==> src/logic/sbst_consts.svh <==
// Constants of the memory boundary-scan test port
`ifndef SBST_CONSTS_SVH
`define SBST_CONSTS_SVH
`define SBST_IR_W        3
`define SBST_ID_W        32
`define SBST_BSR_W       71
`define SBST_IR_CAPTURE  3'h1
`define SBST_OP_EXTEST   3'h0
`define SBST_OP_IDCODE   3'h1
`define SBST_OP_SAMPLEZ  3'h2
`define SBST_OP_SAMPLE   3'h4
`define SBST_OP_BYPASS   3'h7
// Identification fields below are arbitrary values of our own
`define SBST_ID_PRESENT  1'h1
`define SBST_ID_VENDOR   11'h2aa
`define SBST_ID_REV      3'h5
`define SBST_ID_DEPTH    5'h15
`define SBST_ID_TYPE     6'h15
`define SBST_ID_DEVICE   6'h2a
`define SBST_RST_EDGES   5
`define SBST_BUF_DEPTH   2
`endif

==> src/logic/sbst_pkg.sv <==
// Types of the memory boundary-scan test port
package sbst_pkg;
  typedef enum logic [3:0] {
    SBST_RESET, SBST_IDLE, SBST_SEL_DR, SBST_CAP_DR, SBST_SHIFT_DR, SBST_EXIT1_DR,
    SBST_PAUSE_DR, SBST_EXIT2_DR, SBST_UPD_DR, SBST_SEL_IR, SBST_CAP_IR, SBST_SHIFT_IR,
    SBST_EXIT1_IR, SBST_PAUSE_IR, SBST_EXIT2_IR, SBST_UPD_IR
  } sbst_state_e;
endpackage : sbst_pkg

==> src/logic/sbst_tap.sv <==
// Boundary-scan test access port of a pipelined memory, sampled on the system clock
`timescale 1ns/1ps
`include "sbst_consts.svh"
// How it works
// - Instruction 3 bits, bypass 1, identification 32, boundary chain 71 bits.
// - Code 000 captures the pin ring, scans it, floats memory outputs.
// - Code 001 loads and scans the identification word; memory unaffected.
// - Code 010 captures the pin ring, scans it, floats memory outputs.
// - Code 100 captures the pin ring and scans it; memory unaffected.
// - Code 111 scans through the one-bit bypass; memory unaffected.
// - Identification bit 0 is always one.
// - Identification bits 11:1 hold a fixed vendor code.
// - Identification bits 31:29 hold a fixed revision.
// - Bits 28:24 depth, 23:18 type, 17:12 device, all fixed.
// - Mode select high for five test clock rises resets the port.
// - Power-up and port reset load the identification instruction.
// - Capture-instruction loads 01 into the low instruction bits.
// - Serial input taken on test clock rise, output changes on fall.
module sbst_tap
  import sbst_pkg::*;
(
  input  wire logic                   ref_clk_i,
  input  wire logic                   arst_n_i,
  input  wire logic                   tck_i,
  input  wire logic                   tms_i,
  input  wire logic                   tdi_i,
  input  wire logic [`SBST_BSR_W-1:0] pin_ring_i,
  output logic                        tdo_o,
  output logic                        tdo_oe_n_o,
  output logic                        mem_hiz_o,
  output logic [`SBST_IR_W-1:0]       instr_o
);
  logic [1:0] rst_sync_q;
  wire        rst_n = rst_sync_q[1];
  always_ff @(posedge ref_clk_i or negedge arst_n_i) begin
    if (!arst_n_i) rst_sync_q <= 2'h0;
    else rst_sync_q <= {rst_sync_q[0], 1'b1};
  end

  // Two-stage synchronisers; only the second stage is read
  logic [2:0] sy1_q;
  logic [2:0] sy2_q;
  logic       tck_d1_q;
  always_ff @(posedge ref_clk_i or negedge rst_n) begin
    if (!rst_n) begin
      sy1_q    <= 3'h0;
      sy2_q    <= 3'h0;
      tck_d1_q <= 1'b0;
    end else begin
      sy1_q    <= {tck_i, tms_i, tdi_i};
      sy2_q    <= sy1_q;
      tck_d1_q <= sy2_q[2];
    end
  end
  wire tck_s = sy2_q[2];
  wire tms_s = sy2_q[1];
  wire tdi_s = sy2_q[0];
  wire rise  = tck_s && !tck_d1_q;
  wire fall  = !tck_s && tck_d1_q;

  // The output bit is pushed a clock after the rise, once the state and LSB have moved
  logic rise_q;
  always_ff @(posedge ref_clk_i or negedge rst_n) begin
    if (!rst_n) rise_q <= 1'b0;
    else rise_q <= rise;
  end

  // Pin ring comes from the memory clock side; a ring in motion may capture mixed bits
  logic [`SBST_BSR_W-1:0] ring1_q;
  logic [`SBST_BSR_W-1:0] ring2_q;
  always_ff @(posedge ref_clk_i or negedge rst_n) begin
    if (!rst_n) begin
      ring1_q <= '0;
      ring2_q <= '0;
    end else begin
      ring1_q <= pin_ring_i;
      ring2_q <= ring1_q;
    end
  end

  sbst_state_e st_q;
  sbst_state_e st_d;
  always_comb begin
    case (st_q)
      SBST_RESET:    st_d = tms_s ? SBST_RESET   : SBST_IDLE;
      SBST_IDLE:     st_d = tms_s ? SBST_SEL_DR  : SBST_IDLE;
      SBST_SEL_DR:   st_d = tms_s ? SBST_SEL_IR  : SBST_CAP_DR;
      SBST_CAP_DR:   st_d = tms_s ? SBST_EXIT1_DR : SBST_SHIFT_DR;
      SBST_SHIFT_DR: st_d = tms_s ? SBST_EXIT1_DR : SBST_SHIFT_DR;
      SBST_EXIT1_DR: st_d = tms_s ? SBST_UPD_DR  : SBST_PAUSE_DR;
      SBST_PAUSE_DR: st_d = tms_s ? SBST_EXIT2_DR : SBST_PAUSE_DR;
      SBST_EXIT2_DR: st_d = tms_s ? SBST_UPD_DR  : SBST_SHIFT_DR;
      SBST_UPD_DR:   st_d = tms_s ? SBST_SEL_DR  : SBST_IDLE;
      SBST_SEL_IR:   st_d = tms_s ? SBST_RESET   : SBST_CAP_IR;
      SBST_CAP_IR:   st_d = tms_s ? SBST_EXIT1_IR : SBST_SHIFT_IR;
      SBST_SHIFT_IR: st_d = tms_s ? SBST_EXIT1_IR : SBST_SHIFT_IR;
      SBST_EXIT1_IR: st_d = tms_s ? SBST_UPD_IR  : SBST_PAUSE_IR;
      SBST_PAUSE_IR: st_d = tms_s ? SBST_EXIT2_IR : SBST_PAUSE_IR;
      SBST_EXIT2_IR: st_d = tms_s ? SBST_UPD_IR  : SBST_SHIFT_IR;
      SBST_UPD_IR:   st_d = tms_s ? SBST_SEL_DR  : SBST_IDLE;
      default:       st_d = SBST_RESET;
    endcase
  end

  // Decode of the active instruction
  logic [`SBST_IR_W-1:0]  ir_q;
  logic [`SBST_IR_W-1:0]  ir_sh_q;
  logic                   byp_q;
  logic [`SBST_ID_W-1:0]  id_sh_q;
  logic [`SBST_BSR_W-1:0] bsr_q;
  wire sel_id   = (ir_q == `SBST_OP_IDCODE);
  wire sel_bsr  = (ir_q == `SBST_OP_EXTEST) || (ir_q == `SBST_OP_SAMPLEZ)
                  || (ir_q == `SBST_OP_SAMPLE);
  // Reserved codes fall through to bypass
  wire sel_byp  = !sel_id && !sel_bsr;
  wire hiz      = (ir_q == `SBST_OP_EXTEST) || (ir_q == `SBST_OP_SAMPLEZ);
  wire [`SBST_ID_W-1:0] id_word = {`SBST_ID_REV, `SBST_ID_DEPTH, `SBST_ID_TYPE,
                                   `SBST_ID_DEVICE, `SBST_ID_VENDOR,
                                   `SBST_ID_PRESENT};
  wire in_shift_dr = (st_q == SBST_SHIFT_DR);
  wire in_shift_ir = (st_q == SBST_SHIFT_IR);
  wire dr_bit   = sel_id ? id_sh_q[0] : (sel_bsr ? bsr_q[0] : byp_q);
  wire out_bit  = in_shift_ir ? ir_sh_q[0] : dr_bit;
  wire shifting = in_shift_ir || in_shift_dr;

  always_ff @(posedge ref_clk_i or negedge rst_n) begin
    if (!rst_n) begin
      st_q    <= SBST_RESET;
      ir_q    <= `SBST_OP_IDCODE;
      ir_sh_q <= `SBST_IR_CAPTURE;
      byp_q   <= 1'b0;
      id_sh_q <= '0;
      bsr_q   <= '0;
    end else if (rise) begin
      st_q <= st_d;
      case (st_q)
        SBST_RESET:    ir_q    <= `SBST_OP_IDCODE;
        SBST_CAP_IR:   ir_sh_q <= `SBST_IR_CAPTURE;
        SBST_SHIFT_IR: ir_sh_q <= {tdi_s, ir_sh_q[`SBST_IR_W-1:1]};
        SBST_UPD_IR:   ir_q    <= ir_sh_q;
        SBST_CAP_DR: begin
          byp_q   <= 1'b0;
          if (sel_id) id_sh_q <= id_word;
          if (sel_bsr) bsr_q <= ring2_q;
        end
        SBST_SHIFT_DR: begin
          byp_q   <= tdi_s;
          id_sh_q <= {tdi_s, id_sh_q[`SBST_ID_W-1:1]};
          bsr_q   <= {tdi_s, bsr_q[`SBST_BSR_W-1:1]};
        end
        default: ;
      endcase
    end
  end

  // Each output bit enters the buffer just after the rise and leaves at the next fall
  logic buf_in_rdy;
  logic buf_vld;
  logic buf_data;
  logic buf_oe;
  sbst_out_buf u_buf (
    .clk_i       (ref_clk_i),
    .rst_n_i     (rst_n),
    .in_valid_i  (rise_q),
    .in_ready_o  (buf_in_rdy),
    .in_data_i   (out_bit),
    .in_oe_i     (shifting),
    .out_valid_o (buf_vld),
    .out_ready_i (fall),
    .out_data_o  (buf_data),
    .out_oe_o    (buf_oe)
  );

  always_ff @(posedge ref_clk_i or negedge rst_n) begin
    if (!rst_n) begin
      tdo_o      <= 1'b0;
      tdo_oe_n_o <= 1'b1;
      mem_hiz_o  <= 1'b0;
      instr_o    <= `SBST_OP_IDCODE;
    end else begin
      if (fall && buf_vld) begin
        tdo_o      <= buf_data;
        tdo_oe_n_o <= !buf_oe;
      end
      mem_hiz_o <= hiz;
      instr_o   <= ir_q;
    end
  end

  // Five edges of mode select high reach reset from any state
  logic [2:0] tms_hi_q;
  always_ff @(posedge ref_clk_i or negedge rst_n) begin
    if (!rst_n) tms_hi_q <= 3'h0;
    else if (rise) tms_hi_q <= !tms_s ? 3'h0 : (tms_hi_q == 3'h5 ? tms_hi_q : tms_hi_q + 3'h1);
  end

  tms_reset_a: assert property (@(posedge ref_clk_i) disable iff (!rst_n)
    tms_hi_q == 3'h5 |-> st_q == SBST_RESET) else $error("five mode-high edges missed reset");
  reset_ir_a: assert property (@(posedge ref_clk_i) disable iff (!rst_n)
    rise && st_q == SBST_RESET |=> ir_q == 3'h1) else $error("reset did not load id instr");
  cap_ir_a: assert property (@(posedge ref_clk_i) disable iff (!rst_n)
    rise && st_q == SBST_CAP_IR |=> ir_sh_q[1:0] == 2'h1) else $error("capture pattern wrong");
  id_load_a: assert property (@(posedge ref_clk_i) disable iff (!rst_n)
    rise && st_q == SBST_CAP_DR && ir_q == 3'h1 |=> id_sh_q[0] == 1'b1 && id_sh_q[11:1] == 11'h2aa)
    else $error("id word wrong");
  id_fields_a: assert property (@(posedge ref_clk_i) disable iff (!rst_n)
    id_word[31:12] == 20'hb556a) else $error("id fields wrong");
  bsr_cap_a: assert property (@(posedge ref_clk_i) disable iff (!rst_n)
    rise && st_q == SBST_CAP_DR && ir_q inside {3'h0, 3'h2, 3'h4} |=> bsr_q == $past(ring2_q))
    else $error("ring not captured");
  hiz_out_a: assert property (@(posedge ref_clk_i) disable iff (!rst_n)
    ##1 mem_hiz_o == ($past(ir_q) == 3'h0 || $past(ir_q) == 3'h2)) else $error("high-z wrong");
  rsvd_hiz_a: assert property (@(posedge ref_clk_i) disable iff (!rst_n)
    ir_q inside {3'h3, 3'h5, 3'h6} |=> !mem_hiz_o) else $error("reserved code floated memory");
  byp_shift_a: assert property (@(posedge ref_clk_i) disable iff (!rst_n)
    rise && st_q == SBST_SHIFT_DR |=> byp_q == $past(tdi_s)) else $error("bypass shift wrong");
  tdo_fall_a: assert property (@(posedge ref_clk_i) disable iff (!rst_n)
    $changed(tdo_o) |-> $past(fall)) else $error("serial out changed off fall");
  cv_ir_load_c: cover property (@(posedge ref_clk_i) rise && st_q == SBST_UPD_IR);
  cv_id_shift_c: cover property (@(posedge ref_clk_i) in_shift_dr && sel_id && rise);
  cv_bsr_shift_c: cover property (@(posedge ref_clk_i) in_shift_dr && sel_bsr && rise);
  cv_reserved_c: cover property (@(posedge ref_clk_i) sel_byp && ir_q != 3'h7);
endmodule : sbst_tap

==> src/logic/sbst_out_buf.sv <==
// Two-entry valid/ready buffer carrying serial output bits
`timescale 1ns/1ps
`include "sbst_consts.svh"
module sbst_out_buf (
  input  wire logic clk_i,
  input  wire logic rst_n_i,
  input  wire logic in_valid_i,
  output logic      in_ready_o,
  input  wire logic in_data_i,
  input  wire logic in_oe_i,
  output logic      out_valid_o,
  input  wire logic out_ready_i,
  output logic      out_data_o,
  output logic      out_oe_o
);
  logic [1:0] mem_q [`SBST_BUF_DEPTH];
  logic       wr_q;
  logic       rd_q;
  logic [1:0] cnt_q;
  wire        push = in_valid_i && in_ready_o;
  wire        pop  = out_valid_o && out_ready_i;
  assign in_ready_o  = (cnt_q != 2'h2);
  assign out_valid_o = (cnt_q != 2'h0);
  assign out_data_o  = mem_q[rd_q][0];
  assign out_oe_o    = mem_q[rd_q][1];
  always_ff @(posedge clk_i or negedge rst_n_i) begin
    if (!rst_n_i) begin
      wr_q     <= 1'b0;
      rd_q     <= 1'b0;
      cnt_q    <= 2'h0;
      mem_q[0] <= 2'h0;
      mem_q[1] <= 2'h0;
    end else begin
      if (push) begin
        mem_q[wr_q] <= {in_oe_i, in_data_i};
        wr_q        <= ~wr_q;
      end
      if (pop) rd_q <= ~rd_q;
      cnt_q <= cnt_q + {1'b0, push} - {1'b0, pop};
    end
  end
endmodule : sbst_out_buf

==> config.mk <==
export PLATFORM = sky130hd
export DESIGN_NAME = sbst_tap
export DESIGN_NICKNAME = d
export VERILOG_FILES = /design/src/logic/sbst_pkg.sv /design/src/logic/sbst_tap.sv /design/src/logic/sbst_out_buf.sv
export VERILOG_INCLUDE_DIRS = /design/src /design/src/logic
export SDC_FILE = /design/constraint.sdc
export NUM_CORES = 1
export LEC_CHECK = 0
export BUFFER_PORTS_ARGS = -buffer_cell sky130_fd_sc_hd__buf_2
export CAP_MARGIN = 5
export CORE_MARGIN = 2
export CORE_UTILIZATION = 55
export CTS_BUF_LIST = sky130_fd_sc_hd__clkbuf_4
export DETAILED_ROUTE_END_ITERATION = 16
export PLACE_DENSITY = 0.78
export SLEW_MARGIN = 20
export SYNTH_ARGS = -nofsm -noshare
export SYNTH_HDL_FRONTEND = slang
export SYNTH_HIERARCHICAL = 1
export SYNTH_SLANG_ARGS = --single-unit
==> constraint.sdc <==
create_clock -name ref_clk_i -period 15.3 [get_ports ref_clk_i]
set_clock_uncertainty 0.2 [all_clocks]
set_input_delay 0.765 -clock ref_clk_i [delete_from_list [all_inputs] [get_ports ref_clk_i]]
set_output_delay 0.765 -clock ref_clk_i [all_outputs]
set_load 0.01 [all_outputs]
==> results.txt, run 1 <==
Timing analysis after detailed placement gives a worst setup slack of about 12 ns. Dividing the detail-routed via count by the number of cells gives between 4 and 5. The min-delay analysis places its worst path in the category reg -> async.

The count of boundary I/O pins came out at 82. The part of the Yosys area used for sequential elements came out at 71.8%. Among all flip-flop cells after synthesis, the most frequent one is sky130_fd_sc_hd__dfrtp_1. The clock tree synthesis step divided the H-tree into 3 levels. The congestion estimate from routability-driven global placement came to between 0.8 and 0.9. The achievable clock frequency came out at around 360 MHz. After routing, the total negative slack on setup checks comes to 0 ns. Entering global routing, the biggest net connects 95 pins.

The post-synthesis area per instance came out at about 13 um^2. For the pin with the worst max-slew slack, the measured transition is approximately 1.0 ns. The clock drives between 200 and 300 sinks. Counting along the longest clock path gives a buffer depth of 3. The number of core rows is 48. The post-synthesis sequential element count came out at 280. The HPWL after detailed placement is approximately 8900 um. The x dimension of the die came out at 137 um. The initial antenna violation count is 1. The via total after detailed routing is between 5,000 and 6,000. The worst hold margin is 0.107 ns. The share of async-settable or async-resettable flops after synthesis is 100%. The worst setup path is captured at a flip-flop. The number of synthesis warnings came out at 6.

The analysis attributes to cell leakage a power of approximately 0.0056 uW. The die covers ~19,000 um^2. The number of hold violations in the final report is 0. The wire length of the first global-routing pass came out at between 20,000 and 30,000 um.

At the worst endpoint, the required time is roughly 16 ns. The number of flops mapped to enable cells by yosys came out at 0. The relative slew slack came out at a little under a third. Setup repair after global routing left no endpoint under its margin.

The detailed router finished its first iteration with 363 violations. The total of max-cap violations is 0. The number of buffers created by CTS came out at 70. The global-route congestion overflow total came out at 0.

The synthesized cell area is 9770 um^2. The netlist uses 46 different library cells. The detailed-router iteration count before antenna repair is 4. The final count of pins violating max slew is 0. The vertical die dimension is between 100 and 150 um. The largest voltage drop on the vdd net came out at ~0.11 mV. Of the cells placed in the final design, the portion with a size suffix greater than 1 is 23.4%. The period utilization is between 10% and 20%. Setup violations remaining at the end of the flow were counted as 0. The number of gates given a new drive strength after cts came out at 0. The number of nets in the synthesized netlist came out at about 800.

The total design power is roughly 2100 uW. The cell area reported after detailed placement came out at 10,300 um^2. The clock slew at the register clock pins of the worst setup and hold paths came out at approximately 0.080 ns. The cts-stage hold buffer count is 73. Counting every instance in the synthesized netlist gives around 740. Clock latency on the worst-skew pair, taken at its later pin, is approximately 0.65 ns. The via count of the first global-routing pass came out at 6,309.

The minimum clock period after layout is between 2 and 3 ns. TritonCTS built the clock tree. The worst setup path is launched from a flip-flop.

The data arrival time of the worst path is between 3 and 4 ns. The worst setup path is of the reg -> reg kind. The placeable core region is about 17,000 um^2.

For this run, design rule violations remaining after detail routing come to 0. From synthesis to final layout, the design area changed by 23.1%. The post-route cell area came out at 12,000 um^2. Once the clock tree was built, the setup fixing pass inserted 0 buffers. The number of filler instances in the final layout is approximately 1,100. The final wirelength came out at between 15,000 and 20,000 um.

The number of routed nets with antenna violations came out at 0. Dividing the detail-routed wire length by the instance count gives 14.7 um. The flow ran to the end, and the final reports show no timing, DRC or antenna violations. The count of nets after finishing came out at a little over 1,000.

The worst path meets setup with around 13 ns of slack. The power per unit of standard cell area came out at 177 nW/um^2. The global router's overall resource usage came out at 20.4%. Of all nets on the critical path, the largest fanout is between 90 and 100. The starting density of the core came out at 56.3%. The tree is rooted in a sky130_fd_sc_hd__clkbuf_4. The number of buffers added on ports is 81.
layout by cell type, fill, tap and decap left out, drive strengths merged, types with 22 or more instances in the layout:
cell	instances
dfrtp	276
nor2	44
buf	89
dlygate4sd3	75
mux2i	71
nand2	119
a21oi	25
nand3	22
clkbuf	101
o21ai	83
where the power goes:
group          switching [uW]  internal [uW]
Combinational             230            214
Clock                     287            353
Sequential                126            923
Total                     643           1490
final cells by class:
class                   count  area [um^2]  area share, %
clock buffers             101          758           6.31
well taps                 225          282           2.34
repair buffers            164         1260           10.5
inverters                   5         18.8          0.156
flip-flops and latches    280         7020           58.4
diodes                      1         2.50         0.0208
multi-input cells         418         2530           21.1
clock inverters            16          149           1.24
registers in the layout, indices dropped and copies added (netlist names), 2 cells and up:
signal and count:
instr_o 3, rst_sync_q 2, ir_q 3, bsr_q 71
u_buf/cnt_q 2, st_q 4, id_sh_q 32, sy1_q 3
ring2_q 71, ir_sh_q 3, ring1_q 71, u_buf/mem_q 4
sy2_q 3
cells by family (layout without fill, tap and decap cells):
group,count (synthesis),in the layout,share of synthesized area (%)
multiplexers,79,79,8.27
AO/OA/AOI/OAI,128,128,7.84
other,1,2,0.0384
flip-flops,280,280,71.8
AND/OR/NAND/NOR,206,206,9.20
XOR/XNOR,3,3,0.269
buffers and inverters,45,286,2.47
adder cells (fa/ha/maj),1,1,0.128
worst max-delay path, stage by stage (launching register included):
cell and delay [ns]:
sky130_fd_sc_hd__dfrtp_1 0.71, sky130_fd_sc_hd__nand4bb_1 0.23, sky130_fd_sc_hd__o221ai_4 0.41, sky130_fd_sc_hd__buf_4 0.69, sky130_fd_sc_hd__o21ai_0 0.30
per-layer routing:
metal,up-vias,part of all wire [%],wire length (um),global-route usage (%)
met5,-,0,0,0
met4,0,2.4,431,7.90
met3,35,4.1,720,5.70
met2,136,50,8850,33.3
met1,2899,44,7730,26.2
li1,2924,-,-,-
final timing paths:
kind / start / endpoint / slack [ns] / cells after the start
worst max-delay path: st_q[0] / bsr_q[55] / 12.54 / 4
worst min-delay path: rst_sync_q[1] / ring1_q[10] / 0.11 / 0
worst max register to register: st_q[0] / bsr_q[55] / 12.54 / 4
worst min register to register: rst_sync_q[1] / ring1_q[10] / 0.11 / 0
max in group asynchronous: rst_sync_q[1] / ring1_q[41] / 13.51 / 1
min in group ref_clk_i: sy1_q[1] / sy2_q[1] / 0.14 / 0
Yosys cell counts (4+ instances only):
library cell | number | share of area [%]
sky130_fd_sc_hd__buf_4 | 9 | 0.69
sky130_fd_sc_hd__clkbuf_1 | 15 | 0.58
sky130_fd_sc_hd__nor2b_1 | 6 | 0.38
sky130_fd_sc_hd__buf_2 | 13 | 0.67
sky130_fd_sc_hd__o21ai_0 | 64 | 3.3
sky130_fd_sc_hd__mux2_2 | 4 | 0.46
sky130_fd_sc_hd__a21oi_1 | 11 | 0.56
sky130_fd_sc_hd__nand3_1 | 21 | 1.1
sky130_fd_sc_hd__nor3b_1 | 4 | 0.31
sky130_fd_sc_hd__a21oi_2 | 14 | 1.3
sky130_fd_sc_hd__nor2_1 | 43 | 1.7
sky130_fd_sc_hd__dfrtp_1 | 276 | 71
sky130_fd_sc_hd__inv_1 | 5 | 0.19
sky130_fd_sc_hd__dfstp_2 | 4 | 1.1
sky130_fd_sc_hd__nand2_1 | 119 | 4.6
sky130_fd_sc_hd__o21ai_1 | 19 | 0.97
sky130_fd_sc_hd__mux2i_1 | 71 | 7.3
sky130_fd_sc_hd__a22o_1 | 4 | 0.36
metrics by stage:
stage	utilization (%)	cells
after floorplan	-	743
after global placement	59.3	1015
after detailed placement	59.5	1016
after CTS	68.9	1206
after global routing	69.3	1210
final	69.3	1210
Power figures use the tool's default switching activity.
==> run 2, diff against run 1 <==
--- a/config.mk
+++ b/config.mk
@@ -12,7 +12,7 @@
 export CORE_UTILIZATION = 55
 export CTS_BUF_LIST = sky130_fd_sc_hd__clkbuf_4
 export DETAILED_ROUTE_END_ITERATION = 16
-export PLACE_DENSITY = 0.78
+export PLACE_DENSITY = 0.81
 export SLEW_MARGIN = 20
 export SYNTH_ARGS = -nofsm -noshare
 export SYNTH_HDL_FRONTEND = slang
==> constraint.sdc (replaced) <==
create_clock -name ref_clk_i -period 2.2 [get_ports ref_clk_i]
set_clock_uncertainty 0.2 [all_clocks]
set_input_delay 0.11 -clock ref_clk_i [delete_from_list [all_inputs] [get_ports ref_clk_i]]
set_output_delay 0.11 -clock ref_clk_i [all_outputs]
set_load 0.01 [all_outputs]
==> results.txt, run 2 (synthesized netlist as in run 1, its figures left out) <==
The flow ran to the end, and the final reports show no timing, DRC or antenna violations. The worst hold margin is 0.102 ns. The switching power summed over all nets came out at about 4700 uW. Compared with the post-synthesis result, the final layout area differs by 33.2%. The later pin in the worst-skew pair is clocked with a latency of about 0.66 ns.

STA classifies the critical path startpoint as a flip-flop. The maximum number of buffers from clock root to sink came out at 3. The total internal power is roughly 11,000 uW.

At the worst endpoint, the arrival time is around 2.4 ns. For this design the ratio of total power to cell area is approximately 1200 nW/um^2. Across the run, the number of max-cap violations was 0.

The number of buffers created by CTS came out at 72. The count of nets after finishing came out at about 1,100. The sequential share of power came out at between 40 and 50%. The starting density of the core is a little under three fifths.

The routed wire length per instance came out at between 15 and 20 um. The met3 wire length came out at a little under 800 um. The worst hold path class is reg -> reg. The first global-routing pass estimated 33,800 um of wire. The final instance count without filler cells is 1,305. The initial antenna violation count is 1. Once detail routing completed, the nets flagged for antenna violations numbered 0. In the final routing, the length of wire on met1 measures 8480 um.

In this run, the clock network consumes between 20% and 30% of the power. The via count normalized by instance count is ~5. The worst path uses a little over nine tenths of the clock period. After clock tree synthesis, the clock-pin slew on the worst setup and hold paths is ~0.090 ns. The largest registers in the layout are bsr_q: 71 flops, ring1_q: 71 flops, ring2_q: 71 flops. The H-tree generated during clock tree synthesis spans 3 levels. Setup repair after global routing left no endpoint under its margin.

The via count of the first global-routing pass came out at about 7,200. The largest voltage drop on the vdd net is roughly 0.58 mV. Entering global routing, the biggest net connects 78 pins.

The detailed router's first-iteration violation count came out at about 450. The achievable clock frequency came out at approximately 470 MHz. In this run the post-CTS setup repair buffer count came out at 0. Of the total power, the share spent switching nets is a little under a third. The number of core rows is 48. The CTS sink count came out at 280. The setup slack after placement came out at around 0.23 ns. The via total after detailed routing is between 6,000 and 7,000. In this run, placement finished with an instance count of roughly 1,000. The half-perimeter wire length after placement is about 10,000 um. The worst endpoint required time came out at ~2.5 ns. The minimum clock period after layout came out at about 2.1 ns. The die covers around 19,000 um^2. In this run the vertical extent of the chip is around 140 um. The final count of pins violating max slew came out at 0. The share of post-route cells with drive strength above 1 came out at 23.3%. The x dimension of the die came out at about 140 um.

The met2 wirelength from detailed routing came out at ~11,000 um. The TritonCTS clock tree is yes. By startpoint and endpoint, the worst setup path is classified as reg -> reg. The remaining design rule violation count is 0.

The number of hold violations in the final report came out at 0. In the layout the commonest cells are 274 x sky130_fd_sc_hd__dfrtp_1, 152 x sky130_fd_sc_hd__dlygate4sd3_1, 119 x sky130_fd_sc_hd__nand2_1, 106 x sky130_fd_sc_hd__clkbuf_4, 81 x sky130_fd_sc_hd__buf_2. The global-route congestion overflow total came out at 0. The relative contribution of combinational cells to total power came out at 23.4%. The critical path capture point type is a flip-flop. The placeable core region came out at ~17,000 um^2. The root buffer cell chosen for the clock tree is sky130_fd_sc_hd__clkbuf_4. The number of buffers added on ports is 81. The library cell used most frequently in the layout, excluding fill and tap cells, is sky130_fd_sc_hd__dfrtp_1. Along the worst path, the maximum fanout reaches 30. The global router's overall resource usage is about a quarter. The post-layout worst setup margin is roughly 0.078 ns. Before antenna repair, the detailed router went through 7 iterations. The number of setup violations in the final report is 0. For the final routed database, the setup TNS stands at 0 ns. The final weighted congestion of routability-driven global placement came out at roughly 0.78. The total leakage power is 0.00603 uW. The count of boundary I/O pins came out at a little over 80.

The highest metal layer with signal wires is met4. The final wirelength is 20,500 um. Power comes to 15,300 uW.
==> run 2: cell count changes in the layout (fill, tap and decap cells not counted), sizes merged <==
| cell | delta |
|---|---|
| clkinv | -2 |
| bufinv | -1 |
| clkbuf | +5 |
| dlygate4sd3 | +77 |
| buf | +17 |
| clkinvlp | -1 |
==> run 2: layout make-up <==
type,count,area (um^2)
Tap cell,225,282
Multi-Input combinational cell,418,2530
Timing Repair Buffer,258,2260
Inverter,5,18.8
Clock buffer,106,796
Fill cell,979,4340
Clock inverter,12,100
Sequential cell,280,7020
Antenna cell,1,2.50
==> run 2: path summary, 6_finish.rpt <==
check	start	end	slack, ns	depth (start not counted)
min in group asynchronous	rst_sync_q[1]	bsr_q[58]	0.13	1
max in group asynchronous	rst_sync_q[1]	ring2_q[49]	0.90	1
hold reg to reg	ring1_q[41]	ring2_q[41]	0.10	0
setup / recovery	st_q[1]	bsr_q[45]	0.08	5
hold / removal	ring1_q[41]	ring2_q[41]	0.10	0
setup reg to reg	st_q[1]	bsr_q[45]	0.08	5
==> run 2: per-stage QoR <==
step,cell area (um^2),utilization (%)
4_1_cts,13000,74.9
2_1_floorplan,9770,-
5_1_grt,13000,75.0
3_3_place_gp,10600,61.0
6_report,13000,75.0
3_5_place_dp,10600,61.0
==> run 2: power groups by stage <==
| stage | clock (uW) | sequential [uW] | combinational [uW] |
|---|---|---|---|
| detailed placement | 0 | 7300 | 3270 |
| global placement | 0 | 7240 | 3090 |
| CTS | 4480 | 7220 | 3470 |
| global route | 4830 | 7430 | 4010 |
| floorplan | 0 | 7080 | 2550 |
| finish | 4450 | 7280 | 3590 |
==> run 2: repair_timing <==
action                                 CTS  global route
endpoints found under the hold margin   83             0
resized for setup                        0             1
hold buffers                           152             0
setup endpoints to repair                0             1
==> run 2: metal layers <==
| layer | vias to the layer above | global-route usage [%] |
|---|---|---|
| met5 | - | 0 |
| met3 | 46 | 4.89 |
| met1 | 3327 | 27.6 |
| met4 | 0 | 11.6 |
| li1 | 3121 | - |
| met2 | 171 | 40.2 |
==> run 2: critical path, cell delays in order, from the launching register on <==
cell                      delay, ns
sky130_fd_sc_hd__dfrtp_1       0.51
sky130_fd_sc_hd__nor4b_2       0.39
sky130_fd_sc_hd__buf_4         0.19
sky130_fd_sc_hd__buf_12        0.25
sky130_fd_sc_hd__mux2i_1       0.10
sky130_fd_sc_hd__o21ai_0       0.35
